--- src/logic/gtdd_params.svh ---
`ifndef GTDD_PARAMS_SVH
`define GTDD_PARAMS_SVH

// module channel numbers; a channel's register sits at byte offset channel * 4
`define GTDD_CH_TOT          5
`define GTDD_CH_DAC_A        6
`define GTDD_CH_DAC_B        7

// register byte offsets
`define GTDD_ADDR_CTRL       8'h00
`define GTDD_ADDR_PORT0      8'h04
`define GTDD_ADDR_PORT1      8'h08
`define GTDD_ADDR_PORT2      8'h0C
`define GTDD_ADDR_PORT3      8'h10
`define GTDD_ADDR_TOT        8'h14
`define GTDD_ADDR_DAC_A      8'h18
`define GTDD_ADDR_DAC_B      8'h1C
`define GTDD_ADDR_PAIR_LO    8'h20
`define GTDD_ADDR_PAIR_HI    8'h24
`define GTDD_ADDR_WORD       8'h28
`define GTDD_ADDR_DIR        8'h2C
`define GTDD_ADDR_DAC_BOTH   8'h30

// control register fields
`define GTDD_CTRL_SLOPE      0
`define GTDD_CTRL_RTZ        1
`define GTDD_CTRL_CLEAR      2
`define GTDD_CTRL_MODRST     3

// reset values
`define GTDD_RST_DIR         4'h0
`define GTDD_RST_DIO_OUT     32'hFFFFFFFF
`define GTDD_RST_DAC         16'h8000

// analog request range, in volts and millivolts
`define GTDD_V_RANGE         12
`define GTDD_MV_PER_V        1000

`endif

--- src/logic/gtdd_pkg.sv ---
package gtdd_pkg;

  typedef enum logic {
    GTDD_EDGE_RISE = 1'b0,
    GTDD_EDGE_FALL = 1'b1
  } gtdd_slope_t;

  typedef enum logic {
    GTDD_READ_KEEP = 1'b0,
    GTDD_READ_ZERO = 1'b1
  } gtdd_read_mode_t;

  typedef logic [15:0] gtdd_code_t;
  typedef logic [31:0] gtdd_word_t;

endpackage

--- src/logic/gtdd_sync3.sv ---
`timescale 1ns/1ps
`default_nettype none

module gtdd_sync3 #(
  parameter int WIDTH = 1
) (
  // clock and reset
  input  wire logic             mclk,
  input  wire logic             sys_rst,
  // asynchronous level in, filtered level out
  input  wire logic [WIDTH-1:0] async_in,
  output logic      [WIDTH-1:0] level
);

  logic [WIDTH-1:0] stage1;
  logic [WIDTH-1:0] stage2;
  logic [WIDTH-1:0] stage3;

  // stage1 feeds stage2 only; the filter looks at stages 2 and 3
  always_ff @(posedge mclk) begin
    stage1 <= async_in;
    stage2 <= stage1;
    stage3 <= stage2;
  end

  always_ff @(posedge mclk) begin
    if (sys_rst) begin
      level <= '0;
    end else begin
      for (int i = 0; i < WIDTH; i++) begin
        if (stage2[i] == stage3[i]) begin
          level[i] <= stage3[i];
        end
      end
    end
  end

endmodule // gtdd_sync3

`default_nettype wire

--- src/logic/gtdd_top.sv ---
// Design decisions made here: the placing of the registers and the APB slave port.
`include "gtdd_params.svh"
`timescale 1ns/1ps
`default_nettype none

module gtdd_top #(
  parameter int PORTS = 4,
  parameter int PORT_W = 8
) (
  // clock and reset
  input  wire logic                  mclk,
  input  wire logic                  sys_rst,
  // apb slave
  input  wire logic                  psel,
  input  wire logic                  penable,
  input  wire logic                  pwrite,
  input  wire logic [7:0]            paddr,
  input  wire logic [31:0]           pwdata,
  output logic      [31:0]           prdata,
  output logic                       pready,
  output logic                       pslverr,
  // totalizer pins
  input  wire logic                  tot_count_pin,
  input  wire logic                  tot_gate_pin,
  input  wire logic                  tot_gate_n_pin,
  // digital port pins, open drain
  input  wire logic [PORTS*PORT_W-1:0] dio_pin_in,
  output logic      [PORTS*PORT_W-1:0] dio_pin_out,
  output logic      [PORTS*PORT_W-1:0] dio_pin_oe,
  // analog setpoints
  output gtdd_pkg::gtdd_code_t       dac_a_code,
  output gtdd_pkg::gtdd_code_t       dac_b_code
);
  import gtdd_pkg::*;

  localparam int DW = PORTS * PORT_W;
  localparam int MV_RANGE = `GTDD_V_RANGE * `GTDD_MV_PER_V;
  localparam logic [17:0] MV_SCALE = 18'((64'(16'hFFFF) << 16) / (2 * MV_RANGE));
  localparam logic [33:0] ROUND_HALF = 34'h000008000;

  // bus decode
  logic        setup_ph;
  logic        wr_acc;
  logic        rd_setup;
  logic        addr_hit;
  logic        soft_rst;
  logic        rst_all;

  // configuration
  gtdd_slope_t     slope;
  gtdd_read_mode_t read_mode;
  logic [PORTS-1:0] port_dir;
  logic [DW-1:0]    port_out;

  // totalizer
  logic [2:0]  pin_lvl;
  logic        cnt_lvl;
  logic        gate_lvl;
  logic        gate_n_lvl;
  logic        cnt_prev;
  logic        cnt_edge;
  logic        gates_open;
  logic        tally;
  logic [31:0] tot_count;
  logic        tot_clear;
  logic        tot_take;

  // digital ports
  logic [DW-1:0] dio_lvl;
  logic [DW-1:0] port_view;
  logic [DW-1:0] next_port_out;

  // analog
  gtdd_code_t req_code;
  logic [31:0] rd_mux;

  assign setup_ph = psel & ~penable;
  assign wr_acc   = psel & penable & pwrite;
  assign rd_setup = setup_ph & ~pwrite;
  assign rst_all  = sys_rst | soft_rst;

  // single-cycle access phase: read data is loaded during setup
  assign pready = 1'b1;

  always_comb begin
    case (paddr)
      `GTDD_ADDR_CTRL,  `GTDD_ADDR_PORT0,   `GTDD_ADDR_PORT1,
      `GTDD_ADDR_PORT2, `GTDD_ADDR_PORT3,   `GTDD_ADDR_TOT,
      `GTDD_ADDR_DAC_A, `GTDD_ADDR_DAC_B,   `GTDD_ADDR_PAIR_LO,
      `GTDD_ADDR_PAIR_HI, `GTDD_ADDR_WORD,  `GTDD_ADDR_DIR,
      `GTDD_ADDR_DAC_BOTH: addr_hit = 1'b1;
      default:             addr_hit = 1'b0;
    endcase
  end

  assign pslverr = psel & penable & ~addr_hit;

  // soft reset lands one edge after the write so the bus write itself completes
  always_ff @(posedge mclk) begin
    if (sys_rst) begin
      soft_rst <= 1'b0;
    end else begin
      soft_rst <= wr_acc & (paddr == `GTDD_ADDR_CTRL) & pwdata[`GTDD_CTRL_MODRST];
    end
  end

  always_ff @(posedge mclk) begin
    if (rst_all) begin
      slope     <= GTDD_EDGE_RISE;
      read_mode <= GTDD_READ_KEEP;
    end else if (wr_acc && paddr == `GTDD_ADDR_CTRL) begin
      slope     <= gtdd_slope_t'(pwdata[`GTDD_CTRL_SLOPE]);
      read_mode <= gtdd_read_mode_t'(pwdata[`GTDD_CTRL_RTZ]);
    end
  end

  assign tot_clear = wr_acc & (paddr == `GTDD_ADDR_CTRL) & pwdata[`GTDD_CTRL_CLEAR];
  assign tot_take  = rd_setup & (paddr == `GTDD_ADDR_TOT) & (read_mode == GTDD_READ_ZERO);

  // pins pass four flops each (three stages and the filtered level) before any decision is made
  gtdd_sync3 #(
    .WIDTH (3)
  ) u_tot_sync (
    .mclk     (mclk),
    .sys_rst  (sys_rst),
    .async_in ({tot_gate_n_pin, tot_gate_pin, tot_count_pin}),
    .level    (pin_lvl)
  );

  gtdd_sync3 #(
    .WIDTH (DW)
  ) u_dio_sync (
    .mclk     (mclk),
    .sys_rst  (sys_rst),
    .async_in (dio_pin_in),
    .level    (dio_lvl)
  );

  assign cnt_lvl    = pin_lvl[0];
  assign gate_lvl   = pin_lvl[1];
  assign gate_n_lvl = pin_lvl[2];

  always_ff @(posedge mclk) begin
    if (sys_rst) begin
      cnt_prev <= 1'b0;
    end else begin
      cnt_prev <= cnt_lvl;
    end
  end

  assign cnt_edge = (slope == GTDD_EDGE_RISE) ? (cnt_lvl & ~cnt_prev) : (~cnt_lvl & cnt_prev);
  // undriven gate pins are pulled to their enabling level at the pad
  assign gates_open = gate_lvl & ~gate_n_lvl;
  // gates are sampled in the very cycle the edge is seen
  assign tally = cnt_edge & gates_open;

  // a clear or a zeroing read keeps an edge of the same cycle as count one
  always_ff @(posedge mclk) begin
    if (rst_all) begin
      tot_count <= 32'h0;
    end else if (tot_clear) begin
      tot_count <= {31'h0, tally};
    end else if (tot_take) begin
      tot_count <= {31'h0, tally};
    end else if (tally) begin
      tot_count <= tot_count + 32'h1;
    end
  end

  always_ff @(posedge mclk) begin
    if (rst_all) begin
      port_dir <= `GTDD_RST_DIR;
    end else if (wr_acc && paddr == `GTDD_ADDR_DIR) begin
      port_dir <= pwdata[PORTS-1:0];
    end
  end

  // each access width writes its own lanes only
  always_comb begin
    next_port_out = port_out;
    if (wr_acc) begin
      case (paddr)
        `GTDD_ADDR_PORT0:   next_port_out[7:0]   = pwdata[7:0];
        `GTDD_ADDR_PORT1:   next_port_out[15:8]  = pwdata[7:0];
        `GTDD_ADDR_PORT2:   next_port_out[23:16] = pwdata[7:0];
        `GTDD_ADDR_PORT3:   next_port_out[31:24] = pwdata[7:0];
        `GTDD_ADDR_PAIR_LO: next_port_out[15:0]  = pwdata[15:0];
        `GTDD_ADDR_PAIR_HI: next_port_out[31:16] = pwdata[15:0];
        `GTDD_ADDR_WORD:    next_port_out        = pwdata;
        default:            next_port_out        = port_out;
      endcase
    end
  end

  always_ff @(posedge mclk) begin
    if (rst_all) begin
      port_out <= `GTDD_RST_DIO_OUT;
    end else begin
      port_out <= next_port_out;
    end
  end

  // open drain: only a zero in an output port pulls the pin
  always_ff @(posedge mclk) begin
    if (rst_all) begin
      dio_pin_oe <= '0;
    end else begin
      for (int p = 0; p < PORTS; p++) begin
        dio_pin_oe[p*PORT_W +: PORT_W] <= {PORT_W{port_dir[p]}} & ~next_port_out[p*PORT_W +: PORT_W];
      end
    end
  end

  assign dio_pin_out = '0;

  // output ports read back the latch, not the pin, so a slow pull-up cannot show
  always_comb begin
    for (int p = 0; p < PORTS; p++) begin
      port_view[p*PORT_W +: PORT_W] = port_dir[p] ? port_out[p*PORT_W +: PORT_W]
                                                  : dio_lvl[p*PORT_W +: PORT_W];
    end
  end

  // millivolt request, clamped to the range, scaled to full-scale code with rounding
  function automatic gtdd_code_t volts_to_code(input logic [31:0] mv);
    logic signed [31:0] smv;
    logic [14:0]        ofs;
    logic [33:0]        prod;
    smv = signed'(mv);
    if (smv > MV_RANGE) begin
      ofs = 15'(2 * MV_RANGE);
    end else if (smv < -MV_RANGE) begin
      ofs = 15'h0;
    end else begin
      ofs = 15'(smv + MV_RANGE);
    end
    prod = 34'(ofs) * 34'(MV_SCALE) + ROUND_HALF;
    return prod[31:16];
  endfunction

  assign req_code = volts_to_code(pwdata);

  always_ff @(posedge mclk) begin
    if (rst_all) begin
      dac_a_code <= `GTDD_RST_DAC;
    end else if (wr_acc && (paddr == `GTDD_ADDR_DAC_A || paddr == `GTDD_ADDR_DAC_BOTH)) begin
      dac_a_code <= req_code;
    end
  end

  always_ff @(posedge mclk) begin
    if (rst_all) begin
      dac_b_code <= `GTDD_RST_DAC;
    end else if (wr_acc && (paddr == `GTDD_ADDR_DAC_B || paddr == `GTDD_ADDR_DAC_BOTH)) begin
      dac_b_code <= req_code;
    end
  end

  always_comb begin
    case (paddr)
      `GTDD_ADDR_CTRL:    rd_mux = {30'h0, read_mode, slope};
      `GTDD_ADDR_PORT0:   rd_mux = {24'h0, port_view[7:0]};
      `GTDD_ADDR_PORT1:   rd_mux = {24'h0, port_view[15:8]};
      `GTDD_ADDR_PORT2:   rd_mux = {24'h0, port_view[23:16]};
      `GTDD_ADDR_PORT3:   rd_mux = {24'h0, port_view[31:24]};
      `GTDD_ADDR_TOT:     rd_mux = tot_count;
      `GTDD_ADDR_DAC_A:   rd_mux = {16'h0, dac_a_code};
      `GTDD_ADDR_DAC_B:   rd_mux = {16'h0, dac_b_code};
      `GTDD_ADDR_PAIR_LO: rd_mux = {16'h0, port_view[15:0]};
      `GTDD_ADDR_PAIR_HI: rd_mux = {16'h0, port_view[31:16]};
      `GTDD_ADDR_WORD:    rd_mux = port_view;
      `GTDD_ADDR_DIR:     rd_mux = {28'h0, port_dir};
      default:            rd_mux = 32'h0;
    endcase
  end

  always_ff @(posedge mclk) begin
    if (sys_rst) begin
      prdata <= 32'h0;
    end else if (rd_setup) begin
      prdata <= rd_mux;
    end
  end
endmodule // gtdd_top

`default_nettype wire

--- config.mk ---
export PLATFORM = sky130hd
export DESIGN_NAME = gtdd_top
export DESIGN_NICKNAME = d
export VERILOG_FILES = /design/src/logic/gtdd_pkg.sv /design/src/logic/gtdd_sync3.sv /design/src/logic/gtdd_top.sv
export VERILOG_INCLUDE_DIRS = /design/src /design/src/logic
export SDC_FILE = /design/constraint.sdc
export NUM_CORES = 1
export LEC_CHECK = 0
export ABC_CLOCK_PERIOD_IN_PS = 12600
export BUFFER_PORTS_ARGS = -buffer_cell sky130_fd_sc_hd__buf_2
export CAP_MARGIN = 20
export CORE_MARGIN = 2
export CORE_UTILIZATION = 50
export DETAILED_ROUTE_END_ITERATION = 10
export GPL_TIMING_DRIVEN = 0
export PLACE_DENSITY = 0.71
export SETUP_SLACK_MARGIN = 0.1
export SLEW_MARGIN = 20
export SYNTH_ARGS = -nofsm -noshare
export SYNTH_HDL_FRONTEND = slang
export SYNTH_SLANG_ARGS = --single-unit
--- constraint.sdc ---
create_clock -name mclk -period 12.6 [get_ports mclk]
set_input_delay 0.63 -clock mclk [delete_from_list [all_inputs] [get_ports mclk]]
set_output_delay 0.63 -clock mclk [all_outputs]
set_load 0.02 [all_outputs]
Word level (Yosys, flattened, before mapping)
Memories as Yosys holds them, arrays and structs flattened.
Cells that the tools add are included.

operators by class
  muxes and demuxes = 17
  eq/ne operators = 47
  add/subtract/negate cells = 3
  reductions and logical operators = 13
  $lt $le $gt $ge = 2
  $mul = 1
  bitwise gates (word level) = 29

operator list
  kind                    count
  $pmux 32 s12            1
  $eq 8x6->1 const B      5
  $mux 8                  5
  $eq 1x1->1              35
  $add 32x1->32 const B   1
  $add 32x16->32 const B  1
  $and 8x8->8             4
  $eq 8x5->1 const B      4
  $gt 32x15->1 const B    1
  $lt 32x15->1 const B    1
  $mux 32                 1
  $not 8->8               4
  $pmux 8 s2              2
  $mul 15x17->31 const B  1
  $mux 15                 2
  $pmux 8 s3              1
  $eq 8x4->1 const B      2
  $add 15x15->15 const B  1
  $and 1x1->1             14
  $eq 8x3->1 const B      1
  $logic_not 8->1         1
  $not 1->1               6
  $reduce_or 3->1         2
  $mux 1                  5
  6 further kinds         11

storage, ports and cells
  output and inout port bits = 130
  flip-flop bits (word level) = 308
  input bits = 80
  memory bits (read-only) = 64
  memories = 1
  logic and storage cells = 166

memories
  name              depth  bits a word  read ports  clocked after Yosys merged registers in  write ports  RTL line        RTL
  (name not given)  64     1            1           0                                        0            gtdd_top.sv:86  case (paddr)

Logic depth before layout (Yosys ltp)
  word-level depth = 7
  gate-level depth with buffers = 36
  depth with buffers taken out = 32

Hierarchy
A second synthesis with hierarchy kept.

unflattened totals
  cell total of the unflattened synthesis = 1801
  area total of the unflattened synthesis = 16485.8 sq um

modules (own cells, without submodules)
  module                   area an instance (sq um)  times used  sequential area each (sq um)  cells an instance
  gtdd_top                 13167.6                   1           3363.2                        1553
  gtdd_sync3 (u_dio_sync)  3036.7                    1           2562.5                        227
  gtdd_sync3 (u_tot_sync)  281.5                     1           240.2                         21

Least setup slack after synthesis
Ideal clock, no wire load.

  path kind = input-to-reg
  from = in pwdata[2]
  to = reg dac_b_code[11]
  setup slack = 4.348 ns
  path buffers = 3
  library setup time = 0.157 ns
  required time = 12.443 ns
  cell stages on the path = 34
  arrival = 8.095 ns
  path through = buf_6 nor4_2 nand2_1 or3_1 buf_6 a21o_2 nand2_1 clkbuf_1 and2_1 inv_1 fa_1 inv_1 fa_1 ha_1 inv_1 fa_1 inv_1 fa_1 inv_1 fa_1 inv_1 ha_1 nand4_1 nor3_1 nand4_1 a211oi_2 or3_4 xor2_4 nand4_2 or2_1 o41a_1 a221oi_2 xor2_1 o22ai_1

between the ends
  cells in the longest elaborated chain, start to end = 5
  elaborated cells on any way between the ends = 7
  those cells by class = add/sub: 2; mul: 1; order compare: 2; mux: 2

RTL lines
  what                                            RTL line                          RTL
  start: declaration                              gtdd_top.sv:18                    input wire logic [31:0] pwdata,
  $lt 32x15->1 or $add 15x15->15 (tied branches)  gtdd_top.sv:232, gtdd_top.sv:235
  $mux 15                                         gtdd_top.sv:232                   end else if (smv < -MV_RANGE) begin
  $mux 15 (*)                                     gtdd_top.sv:230                   if (smv > MV_RANGE) begin
  $mul 15x17->31 (*)                              gtdd_top.sv:237                   prod = 34'(ofs) * 34'(MV_SCALE) + ROUND_HALF;
  $add 32x16->32 (*)                              gtdd_top.sv:237
  end signal: assignment                          gtdd_top.sv:253                   dac_b_code <= `GTDD_RST_DAC;
  end signal: assignment                          gtdd_top.sv:255                   dac_b_code <= req_code;
  end: declaration                                gtdd_top.sv:32                    output gtdd_pkg::gtdd_code_t dac_b_code

Every way passes the cells marked *; elsewhere a longest branch is shown, timed or not.
A chain may end at the register's enable or synchronous reset.

Worst setup path in the final report
  from = in pwdata[7]
  to = reg dac_a_code[15]

between the ends
  cells in the longest elaborated chain, start to end = 5
  elaborated cells on any way between the ends = 7
  those cells by class = add/sub: 2; mul: 1; order compare: 2; mux: 2

RTL lines
  what                                            RTL line                          RTL
  $lt 32x15->1 or $add 15x15->15 (tied branches)  gtdd_top.sv:232, gtdd_top.sv:235
  $mux 15                                         gtdd_top.sv:232
  $mux 15 (*)                                     gtdd_top.sv:230
  $mul 15x17->31 (*)                              gtdd_top.sv:237
  $add 32x16->32 (*)                              gtdd_top.sv:237
  end signal: assignment                          gtdd_top.sv:245                   dac_a_code <= `GTDD_RST_DAC;
  end signal: assignment                          gtdd_top.sv:247                   dac_a_code <= req_code;
  end: declaration                                gtdd_top.sv:31                    output gtdd_pkg::gtdd_code_t dac_a_code,

Marked as above.

==> impl_metrics.yaml <==
drt:
  via_count: 14460
  ant_nets: 0
  initialDrtViolationCount: 1365
  drt_wl_total_um: 52920
  drt-wirelength-per-cell_um: 20.70
  vias_per_cell: 5.654
  dr.pass1.iters: 6
  post-route-drc-count: 0
setup_path:
  cp-end-kind: "flip-flop"
  cpMostUsedCell: "inv_1"
  cp_max_fo: 10
  critPathSlowestCell: "fa_1"
  worstPathRequired_ns: 13.07
  crit_path_max_incr_delay_ns: 0.55
  crit_type: "input pin to flip-flop"
  cp-start-kind: "input pin"
  arrival_ns: 9.86
clock_tree:
  cts_root_buf: "clkbuf_16"
  cts_tree: "built"
  cts-htree-levels: 1
  cts.clk_slew.worst_paths_ns: 0.06
  cts_buffers: 29
  post_cts_resize_count: 0
  postCtsHoldBufs: 0
  cts_max_path_buffers: 3
  clock_latency_ns: 0.55
  cts_sinks: 308
  cts_setup_buffers: 0
placed_design:
  gp_congestion: 0.9651
  detailed_place_hpwl_um: 42300
  dp_cells: 2501
  port_buffers: 167
final_layout:
  layout-drive-gt1-share_pct: 14.50
  stdcell_count: 2557
  fin_nets: 2358
  syn2layout_area_growth_pct: 15.18
  nFillCells: 2935
power_and_ir_drop:
  ir_drop_v: 0.0001222
  combPwrFrac_pct: 42.3
  power_switching_w: 0.001253
  pwr_density_cell_nw_per_um2: 171.7
  power_leakage_nw: 8.340
  switching_share_pct: 38.16
  pwr-share-clk_pct: 26.9
  p_int_w: 0.002030
  seqPwrFrac_pct: 30.9
floorplanning:
  die_x_um: 186.2
  die_h_um: 186.2
  dieArea_um2: 34680
  row_count: 66
  start_util_pct: 50.89
  io-pin-count: 210
  core_area_um2: 32620
sta:
  rsz0062_at_grt: "no"
  slew_violations: 0
  max-slew-margin-rel_pct: 23.24
  skew_ns: 0.01925
  hold_viol: 0
  worstMarginPinSlew_ns: 1.139
  fin_crit_sh_pct: 74.54
  setup_viol: 0
  fin_crit_ns: 9.392
  fin_setup_tns_ns: 0
  clock.fmax_mhz: 106.5
global_route:
  overflow: 0
  grt_max_degree: 16
  track_usage_pct: 30.30
  first_global_vias: 13750
  grt_pass1_wl_um: 79000
  antenna_found_initial: 7
synthesis:
  netlist_instances: 1860
  synth-seq-area-share_pct: 37.14
  syn_avg_cell_area_um2: 8.925
  yosysWarnings: 0
  async_reset_ff_share_pct: 0
  ys_types: 87
  synth_ff_type: "dfxtp_1"
  synth-seq-cells: 308
  synth_edf_count: 0
  netlist_area_um2: 16600
outcome:
  outcome: "finished clean"
min_path:
  hold_path.class: "input pin to flip-flop"
run:
  maxCapViolCount: 0
==> state kept, by name (all words and copies together) (netlist names), 3 cells and up <==
signal / count
u_tot_sync.stage2: 3
port_out: 32
u_dio_sync.stage3: 32
u_tot_sync.level: 3
u_dio_sync.level: 32
tot_count: 32
u_tot_sync.stage1: 3
port_dir: 4
prdata: 32
u_tot_sync.stage3: 3
dac_a_code: 16
dac_b_code: 16
u_dio_sync.stage2: 32
u_dio_sync.stage1: 32
dio_pin_oe: 32
==> metal layers <==
metal  global-route usage, %  wire (um)
met2                   46.69      22980
met5                       0         23
met1                   43.35      23990
met3                   7.029       4909
met4                   6.772       1024
==> path summary, 6_finish.rpt <==
check | start | end | slack (ns) | cells past startpoint
setup / recovery | pwdata[7] | dac_a_code[15] | 3.21 | 33
hold / removal | dio_pin_in[26] | u_dio_sync.stage1[26] | 0.18 | 1
setup reg to reg | slope | tot_count[31] | 9.15 | 11
hold reg to reg | u_dio_sync.stage1[30] | u_dio_sync.stage2[30] | 0.32 | 0
==> critical path, delay by kind of cell <==
kind / cells / cell delay [ns]
AO/OA/AOI/OAI: 4 / 0.96
adder cells (fa/ha/maj): 7 / 3.18
AND/OR/NAND/NOR: 12 / 3.67
buffers and inverters: 9 / 1.13
multiplexers: 1 / 0.28
==> layout make-up <==
cell class | instances | area (um2) | area share, %
Tap cell | 442 | 553.0 | 2.892
Clock inverter | 14 | 142.6 | 0.7460
Clock buffer | 37 | 835.8 | 4.371
Buffer | 118 | 598.1 | 3.128
Sequential cell | 308 | 6166 | 32.25
Antenna cell | 5 | 12.51 | 0.06544
Timing Repair Buffer | 168 | 843.3 | 4.410
Inverter | 145 | 544.3 | 2.846
Multi-Input combinational cell | 1320 | 9425 | 49.29
==> power groups by stage <==
| stage | Combinational [W] | Sequential, W | Clock (W) |
|---|---|---|---|
| 6_report | 0.00139 | 0.00101 | 0.000882 |
| 5_1_grt | 0.00156 | 0.00101 | 0.000926 |
| 4_1_cts | 0.00137 | 0.00101 | 0.000890 |
| 3_5_place_dp | 0.00136 | 0.00103 | 0 |
| 3_3_place_gp | 0.00133 | 0.00103 | 0 |
| 2_1_floorplan | 0.00104 | 0.00103 | 0 |
==> layout by cell type (no fill, tap or decap), types with 38 or more instances in the layout <==
cell type,synthesis,final
a21oi_1,144,144
a22oi_1,51,51
buf_2,4,171
clkbuf_1,73,73
dfxtp_1,308,308
fa_1,75,75
ha_1,113,113
inv_1,144,144
nand2_1,183,183
nand3_1,39,39
nor2_1,192,192
o21ai_0,78,76
xor2_1,38,38
==> cells by family (layout without fill, tap and decap cells) <==
group	Yosys count	in the layout	share of synthesized area [%]
AOI/OAI and AO/OA	409	409	15.76
buffers and inverters	263	482	6.881
adders and majority gates	188	188	17.56
DFF	308	308	37.14
and+or+nand+nor	584	584	16.53
xor gates and xnor gates	64	64	3.490
muxes	42	42	2.593
other	2	38	0.04524
==> through the flow <==
step | power [W] | setup slack (ns) | cell area [um2] | hold WS [ns] | util (%)
5_1_grt | 0.003502 | 2.550 | 19120 | 0.1767 | 58.61
2_1_floorplan | 0.002070 | 4.348 | 16720 | 0.3096 | -
3_3_place_gp | 0.002362 | 2.565 | 18110 | 0.3104 | 55.51
3_5_place_dp | 0.002398 | 2.743 | 18120 | 0.3121 | 55.55
6_report | 0.003282 | 3.208 | 19120 | 0.1835 | 58.62
4_1_cts | 0.003274 | 3.273 | 19100 | 0.1724 | 58.55
==> cell usage after synthesis (all sizes together), types with 4 or more instances <==
| cell | n | area, um2 |
|---|---|---|
| a22oi | 51 | 382.9 |
| nand4 | 28 | 181.4 |
| and4 | 6 | 53.80 |
| xor2 | 39 | 360.4 |
| xnor2 | 25 | 219.0 |
| o211ai | 14 | 105.1 |
| nand2 | 183 | 686.9 |
| a221oi | 4 | 41.29 |
| or3 | 9 | 61.31 |
| a222oi | 6 | 60.06 |
| nand3 | 40 | 205.2 |
| a31oi | 13 | 87.58 |
| buf | 45 | 324.0 |
| a21o | 12 | 91.34 |
| fa | 75 | 1501 |
| nor4 | 13 | 100.1 |
| and3 | 36 | 225.2 |
| o22ai | 11 | 68.82 |
| o21ai | 85 | 432.9 |
| mux2 | 8 | 90.09 |
| inv | 144 | 540.5 |
| clkbuf | 73 | 274.0 |
| o21a | 6 | 45.04 |
| and2 | 12 | 75.07 |
| dfxtp | 308 | 6166 |
| nor3 | 27 | 145.1 |
| nor3b | 8 | 65.06 |
| a31o | 4 | 35.04 |
| ha | 113 | 1414 |
| a211oi | 27 | 220.2 |
| nor2b | 5 | 31.28 |
| mux2i | 34 | 340.3 |
| or2 | 8 | 50.05 |
| nor2 | 192 | 720.7 |
| a21oi | 145 | 729.5 |
Note: power is estimated with default switching activity, not from simulation.
